--- src/core/regwr_defs.vh ---
// command numbers, opcodes and layout constants for the register-write
// command executor; definitions only
`ifndef REGWR_DEFS_VH
`define REGWR_DEFS_VH
`define CMD_IMM_WRITE 8'h0B
`define CMD_EXT_MODIFY 8'h1E
`define CMD_WORD_PATCH 8'h8B
`define CMD_PROG_WRITE 8'h9A
`define OP_SET 3'h0
`define OP_CLEAR 3'h1
`define OP_AND 3'h2
`define OP_XOR 3'h3
`define OP_ADD 3'h4
`define DATA_W 32
`define WORD_W 16
`define SRC_SERIAL 1'b0
`define SRC_PROGRAM 1'b1
`endif

--- src/core/register_write_command_exec.v ---
// register-write command family executor
// assumes decoded command words arrive on one clock with cmd_valid
// and that the register file and program buffer sit outside
// and that exec_busy, cmd_src and cmd_data share the same clock
// and that the host framer builds its reply from ack and nak
//
// Summary of operation
// - the word patch copies the low 16 register bits into a buffer word.
// - the word patch is command 139, three words, taken from either thread.
// - the patched value is stored unchecked, whatever its range.
// - the register file property write decodes exactly as command 154.
// - the immediate write stores its data and is allowed at any time.
// - the program-mode write from serial is rejected while busy.
// - the program-mode write is command 154, four words, either thread.
// - the 32-bit data is taken as raw bits, signed or unsigned alike.
// - the extended modify is command 30, five words, either thread.
// - the extended modify does or, clear, and, xor or add by opcode.
`timescale 1ns/1ps
`include "regwr_defs.vh"
module register_write_command_exec
#(
   parameter DATA_W = `DATA_W,
   parameter WORD_W = `WORD_W,
   parameter RADDR_W = 16,
   parameter PADDR_W = 16
)
(
   clk,
   rstn,
   // command in
   cmd_valid,
   cmd_ready,
   cmd_src,
   cmd_thread,
   cmd_num,
   cmd_op,
   cmd_reg,
   cmd_loc,
   cmd_data,
   exec_busy,
   // register file side
   rf_rd_addr,
   rf_rd_data,
   rf_wr_en,
   rf_wr_addr,
   rf_wr_data,
   // program buffer side
   pb_wr_en,
   pb_wr_addr,
   pb_wr_data,
   // host answer
   ack,
   nak
);
   input wire clk;
   input wire rstn;

   // command in
   input wire cmd_valid;
   output wire cmd_ready;
   input wire cmd_src;
   input wire cmd_thread;
   input wire [7:0] cmd_num;
   input wire [2:0] cmd_op;
   input wire [RADDR_W-1:0] cmd_reg;
   input wire [PADDR_W-1:0] cmd_loc;
   input wire [DATA_W-1:0] cmd_data;
   input wire exec_busy;

   // register file side
   output wire [RADDR_W-1:0] rf_rd_addr;
   input wire [DATA_W-1:0] rf_rd_data;
   output reg rf_wr_en;
   output reg [RADDR_W-1:0] rf_wr_addr;
   output reg [DATA_W-1:0] rf_wr_data;

   // program buffer side
   output reg pb_wr_en;
   output reg [PADDR_W-1:0] pb_wr_addr;
   output reg [WORD_W-1:0] pb_wr_data;

   // host answer
   output wire ack;
   output wire nak;

   ////////////////////////////////////////////////////////////////////
   localparam [7:0] NUM_IMM = `CMD_IMM_WRITE;
   localparam [7:0] NUM_MOD = `CMD_EXT_MODIFY;
   localparam [7:0] NUM_PATCH = `CMD_WORD_PATCH;
   localparam [7:0] NUM_PROG = `CMD_PROG_WRITE;
   localparam [2:0] FAM_NONE = 3'h0;
   localparam [2:0] FAM_IMM = 3'h1;
   localparam [2:0] FAM_PROG = 3'h2;
   localparam [2:0] FAM_MOD = 3'h3;
   localparam [2:0] FAM_PATCH = 3'h4;

   wire [DATA_W-1:0] alu_res;
   wire alu_ok;
   wire hit_imm;
   wire hit_mod;
   wire hit_patch;
   wire hit_prog;
   wire from_serial;
   wire prog_refused;
   wire rf_go;
   wire pb_go;
   wire [WORD_W-1:0] low_word;
   reg [2:0] fam;
   reg done_r;
   reg ok_r;
   reg do_rf;
   reg do_pb;
   reg ok_nxt;
   reg [DATA_W-1:0] wdata;

   // single-cycle execution, never stalls
   assign cmd_ready = 1'b1;
   // combinational read port; thread id needs no special handling
   assign rf_rd_addr = cmd_reg;

   ////////////////////////////////////////////////////////////////////
   // one hit line per command family
   assign hit_imm = (cmd_num == NUM_IMM);
   assign hit_mod = (cmd_num == NUM_MOD);
   assign hit_patch = (cmd_num == NUM_PATCH);
   // property and program writes share one number
   assign hit_prog = (cmd_num == NUM_PROG);

   // serial copy refused while a program runs
   assign from_serial = (cmd_src == `SRC_SERIAL);
   assign prog_refused = from_serial & exec_busy;

   // family code first, so the action table stays one flat case
   always @*
   begin
      fam = FAM_NONE;
      if (hit_imm)
      begin
         fam = FAM_IMM;
      end
      else if (hit_prog)
      begin
         fam = FAM_PROG;
      end
      else if (hit_mod)
      begin
         fam = FAM_MOD;
      end
      else if (hit_patch)
      begin
         fam = FAM_PATCH;
      end
   end

   ////////////////////////////////////////////////////////////////////
   reg_modify_alu #(.W(DATA_W)) u_alu
   (
      .op(cmd_op),
      .old_val(rf_rd_data),
      .operand(cmd_data),
      .result(alu_res),
      .op_ok(alu_ok)
   );

   ////////////////////////////////////////////////////////////////////
   always @*
   begin
      do_rf = 1'b0;
      do_pb = 1'b0;
      ok_nxt = 1'b0;
      // raw bit pattern, no sign handling
      wdata = cmd_data;
      case (fam)
         // immediate write, allowed at any time
         FAM_IMM:
         begin
            do_rf = 1'b1;
            ok_nxt = 1'b1;
         end
         FAM_PROG:
         begin
            do_rf = ~prog_refused;
            ok_nxt = ~prog_refused;
         end
         FAM_MOD:
         begin
            wdata = alu_res;
            do_rf = alu_ok;
            ok_nxt = alu_ok;
         end
         FAM_PATCH:
         begin
            do_pb = 1'b1;
            ok_nxt = 1'b1;
         end
         // unknown numbers come back as a reject
         default:
         begin
            do_rf = 1'b0;
            do_pb = 1'b0;
            ok_nxt = 1'b0;
         end
      endcase
   end

   assign rf_go = cmd_valid & do_rf;
   assign pb_go = cmd_valid & do_pb;
   // low word taken as is, range is the program's concern
   assign low_word = rf_rd_data[WORD_W-1:0];

   ////////////////////////////////////////////////////////////////////
   // register file strobe, one cycle per taken write
   always @(posedge clk or negedge rstn)
   begin
      if (!rstn)
      begin
         rf_wr_en <= 1'b0;
      end
      else
      begin
         rf_wr_en <= rf_go;
      end
   end

   // address and data hold until the next write
   always @(posedge clk or negedge rstn)
   begin
      if (!rstn)
      begin
         rf_wr_addr <= {RADDR_W{1'b0}};
         rf_wr_data <= {DATA_W{1'b0}};
      end
      else if (rf_go)
      begin
         rf_wr_addr <= cmd_reg;
         rf_wr_data <= wdata;
      end
   end

   ////////////////////////////////////////////////////////////////////
   // program buffer strobe
   always @(posedge clk or negedge rstn)
   begin
      if (!rstn)
      begin
         pb_wr_en <= 1'b0;
      end
      else
      begin
         pb_wr_en <= pb_go;
      end
   end

   // patched word holds until the next patch
   always @(posedge clk or negedge rstn)
   begin
      if (!rstn)
      begin
         pb_wr_addr <= {PADDR_W{1'b0}};
         pb_wr_data <= {WORD_W{1'b0}};
      end
      else if (pb_go)
      begin
         pb_wr_addr <= cmd_loc;
         pb_wr_data <= low_word;
      end
   end

   ////////////////////////////////////////////////////////////////////
   // completion flag, set in the same cycle as the strobes
   always @(posedge clk or negedge rstn)
   begin
      if (!rstn)
      begin
         done_r <= 1'b0;
      end
      else
      begin
         done_r <= cmd_valid;
      end
   end

   // outcome kept beside done_r; ignored when nothing was taken
   always @(posedge clk or negedge rstn)
   begin
      if (!rstn)
      begin
         ok_r <= 1'b0;
      end
      else
      begin
         ok_r <= ok_nxt;
      end
   end

   ack_pulse u_ack
   (
      .clk(clk),
      .rstn(rstn),
      .done(done_r),
      .ok(ok_r),
      .ack(ack),
      .nak(nak)
   );
endmodule // register_write_command_exec

--- src/core/reg_modify_alu.v ---
// read-modify-write arithmetic for the extended register modify command
// assumes old value and operand are stable in the same cycle
`timescale 1ns/1ps
`include "regwr_defs.vh"
module reg_modify_alu
#(
   parameter W = 32
)
(
   op,
   old_val,
   operand,
   result,
   op_ok
);
   input wire [2:0] op;
   input wire [W-1:0] old_val;
   input wire [W-1:0] operand;
   output reg [W-1:0] result;
   output reg op_ok;

   always @*
   begin
      result = old_val;
      op_ok = 1'b1;
      case (op)
         `OP_SET: result = old_val | operand;
         `OP_CLEAR: result = old_val & ~operand;
         `OP_AND: result = old_val & operand;
         `OP_XOR: result = old_val ^ operand;
         // wraps modulo 2^W, same for signed and unsigned
         `OP_ADD: result = old_val + operand;
         default: op_ok = 1'b0;
      endcase
   end
endmodule // reg_modify_alu

--- src/core/ack_pulse.v ---
// one-cycle acknowledge / reject indication toward the host framer
// assumes done and ok come from the same clock domain
`timescale 1ns/1ps
module ack_pulse
(
   clk,
   rstn,
   done,
   ok,
   ack,
   nak
);
   input wire clk;
   input wire rstn;
   input wire done;
   input wire ok;
   output reg ack;
   output reg nak;

   always @(posedge clk or negedge rstn)
   begin
      if (!rstn)
      begin
         ack <= 1'b0;
         nak <= 1'b0;
      end
      else
      begin
         ack <= done & ok;
         nak <= done & ~ok;
      end
   end
endmodule // ack_pulse

--- config.mk ---
export PLATFORM = sky130hd
export DESIGN_NAME = register_write_command_exec
export DESIGN_NICKNAME = d
export VERILOG_FILES = /design/src/core/register_write_command_exec.v /design/src/core/reg_modify_alu.v /design/src/core/ack_pulse.v
export VERILOG_INCLUDE_DIRS = /design/src /design/src/core
export SDC_FILE = /design/constraint.sdc
export NUM_CORES = 1
export LEC_CHECK = 0
export ABC_CLOCK_PERIOD_IN_PS = 1100
export BUFFER_PORTS_ARGS = -buffer_cell sky130_fd_sc_hd__buf_4
export CAP_MARGIN = 20
export CORE_ASPECT_RATIO = 1.75
export CORE_MARGIN = 2
export CORE_UTILIZATION = 48
export DETAILED_ROUTE_END_ITERATION = 10
export PLACE_DENSITY = 0.81
export RECOVER_POWER = 50
export REMOVE_ABC_BUFFERS = 1
export SYNTH_ARGS = -nofsm -noshare
export SYNTH_HDL_FRONTEND = slang
export SYNTH_SLANG_ARGS = --single-unit
export TNS_END_PERCENT = 1
--- constraint.sdc ---
create_clock -name clk -period 1.1 [get_ports clk]
set_input_delay 0.055 -clock clk [delete_from_list [all_inputs] [get_ports clk]]
set_output_delay 0.055 -clock clk [all_outputs]
set_load 0.05 [all_outputs]
==> results_dict.tcl <==
set metrics [dict create \
    holdPathEnd "pb_wr_data[15]" \
    p_total_w 0.01443 \
    avgSynthCellArea_um2 7.621 \
    cp.arrival_ps 2200 \
    die_h_um 168.6 \
    yosysWarnings 0 \
    remaining_drc_errors 0 \
    path_common_cell "buf_4" \
    slew_headroom_pct 41.90 \
    tns_ps -33210 \
    core_um2 15240 \
    period_minus_slack_ps 1960 \
    cp_slowest_stage_delay_ps 370 \
    tightest_slew_ps 871.5 \
    clock_latency_ps 360 \
    h-tree-depth 3 \
    synth_edf_count 0 \
    die_w_um 98.06 \
    io_buffers 211 \
    criticalPathCategory "in2reg" \
    cts.clk_slew.worst_paths_ps 70 \
    clk_path_buf_depth 2 \
    max_freq_mhz 510.2 \
    syn_inst 975 \
    antenna_found_initial 1 \
    hold_path_depth 3 \
    grt_pass1_vias 9972 \
    power.leakage_nw 6.115 \
    slew_violations 0 \
    place.gp.congestion 0.9349 \
    async_flop_share_pct 100.0 \
    crit_required_ps 1340 \
    row_count 60 \
    setup_ws_ps -860.0 \
    grt_max_degree 87 \
    die-area_um2 16530 \
    num_vias 9880 \
    cp-start-kind "primary input" \
    grt_setup_unrepaired "yes" \
    finClkSkew_ps 6.214 \
    worstReg2RegEnd "rf_wr_data[26]" \
    gr-total-overflow 0 \
    drive_gt1_share_pct 41.87 \
    cp_slowest_cell "ha_1" \
    synth_area_um2 7431 \
    multiInputGateArea_um2 5161 \
    nFillCells 908 \
    endpoint_kind "flip-flop" \
    ys.flop_type "dfrtp_1" \
    root_buffer "clkbuf_16" \
    finalCritPeriodShare_pct 178.2 \
    initial_core_util_pct 48.76 \
    cts.sinks 86 \
    crit_chain "buf_4 > buf_4 > inv_1 > ha_1 > a21oi_1 > buf_4 > a21oi_4 > o211ai_1 > a21oi_2 > o21ai_1 > nor4_1 > a211o_1" \
    synth_most_common_cell "nand2_1" \
    failed_checks "setup timing" \
    yosysSeqAreaShare_pct 28.96 \
    synthDistinctLibCells 80 \
    power_per_cell_area_nw_per_um2 1181 \
    cp_top_family "compound AO/OA/AOI/OAI gates" \
    synth_seq_cells 86 \
    setup_viol 83 \
    status "finished with violations" \
    grt_pass1_wl_um 50300 \
    layout.cells.non_filler 1601 \
    ir_worst_vdd_v 0.0008228 \
    wl_per_cell_um 20.96 \
    max-cap-violations 0 \
    hold_path.class "in2reg" \
    rrSetupSlack_ps -60 \
    drt_first_pass_iters 7 \
    dp_cells 1536 \
    synth_top_area_cell "dfrtp_1" \
    worst-path-buf-inv 4 \
    worstReg2RegStart "rf_wr_data[26]" \
    antenna_left 0 \
    reg2regPathDepth 4 \
    place_hpwl_um 20810 \
    grt.total_usage_pct 38.07 \
    synth.area.top_cells "dfrtp_1 29%, ha_1 11%, nand2_1 10%" \
    area.growth.synth_to_final_pct 64.47 \
    tritoncts "yes" \
    synth_top_area_share_pct 28.96 \
    hold_viol_final 0 \
    routed_wl_um 33560 \
    boundaryPins 214 \
    avgViaCountPerCell 6.171 \
    synth_top_cells_by_count "198 x nand2_1, 86 x dfrtp_1, 81 x a21oi_1, 79 x o21ai_0, 73 x inv_1" \
    cts_buffers 9 \
    hp-start "rf_rd_data[15]" \
    drtIter0Drc 972 \
    nets 1586 \
    crit_fanout 4 \
    seq_area_um2 2152 \
]
per-layer routing:
| metal | GRT usage, % | wire [um] | vias up |
|---|---|---|---|
| li1 | - | - | 4253 |
| met1 | 38.85 | 10840 | 4559 |
| met2 | 67.39 | 16610 | 768 |
| met3 | 7.473 | 2994 | 300 |
| met4 | 29.05 | 3119 | 0 |
| met5 | 0 | 0 | - |
tightest hold or removal path, stage by stage:
cell and delay [ps]:
buf_4 80, inv_1 60, o21ai_1 130
cell usage in the layout, fill, tap and decap left out, drive strengths merged, types with 19 or more instances in the layout:
| master | instances |
|---|---|
| nand3 | 25 |
| o211ai | 35 |
| nand2 | 199 |
| buf | 458 |
| nor3 | 19 |
| ha | 63 |
| a21oi | 83 |
| dlygate4sd3 | 36 |
| dfrtp | 86 |
| o21ai | 89 |
| inv | 77 |
| nor2 | 49 |
registers in the layout, indices dropped and copies added (netlist names):
signal,count
pb_wr_data,16
u_ack.nak,1
done_r,1
rf_wr_addr,16
pb_wr_en,1
ok_r,1
u_ack.ack,1
rf_wr_en,1
rf_wr_data,32
pb_wr_addr,16
timing repair:
action                                 in CTS  in global routing
pin swaps                                  76                 19
resized for setup                         127                 31
endpoints found under the hold margin     121                  0
hold buffers                               36                  0
setup endpoints to repair                  81                 82
setup buffers                              13                  0
how the worst max path moves through the flow:
stage / from / to / slack, ps / depth (start not counted)
final: cmd_data[5] / rf_wr_data[26] / -860 / 12
after floorplan: cmd_num[5] / rf_wr_data[31] / -1200 / 7
after global routing: rf_rd_data[0] / rf_wr_data[20] / -940 / 13
after CTS: rf_rd_data[0] / rf_wr_data[16] / -750 / 13
after global placement: cmd_data[0] / rf_wr_data[30] / -1330 / 13
after detailed placement: cmd_data[0] / rf_wr_data[30] / -1360 / 13
per-stage QoR:
| step | setup WS, ps | area, um2 | utilization (%) | hold slack, ps |
|---|---|---|---|---|
| 2_1_floorplan | -1196 | 7043 | - | -240.6 |
| 3_3_place_gp | -1330 | 10800 | 70.85 | 138.1 |
| 3_5_place_dp | -1363 | 10800 | 70.85 | 143.8 |
| 4_1_cts | -748.9 | 12110 | 79.45 | 11.98 |
| 5_1_grt | -937.1 | 12220 | 80.20 | 39.74 |
| 6_report | -860.0 | 12220 | 80.20 | 10.13 |
logic make-up after synthesis:
group	count (synthesis)	share of synthesized area (%)
AOI/OAI and AO/OA	307	26.94
xor gates and xnor gates	20	2.357
adders and majority gates	64	10.88
buffers and inverters	152	9.008
DFF	86	28.96
muxes	9	1.212
other	1	0.05047
and+or+nand+nor	336	20.59
power breakdown:
part	internal (W)	total [W]	switching (W)
Clock	0.00226	0.00377	0.00151
Sequential	0.00358	0.00386	0.000275
Combinational	0.00267	0.00680	0.00414
Total	0.00851	0.0144	0.00592
layout make-up:
cell class	instances	share of cell area [%]
timing repair buffer	500	32.95
multi-input combinational	737	42.23
sequential	86	17.61
clock buffer	9	1.843
clock inverter	7	1.044
antenna	1	0.02048
inverter	75	2.396
tap	186	1.904
No activity file was read; power rests on OpenSTA's default activity.
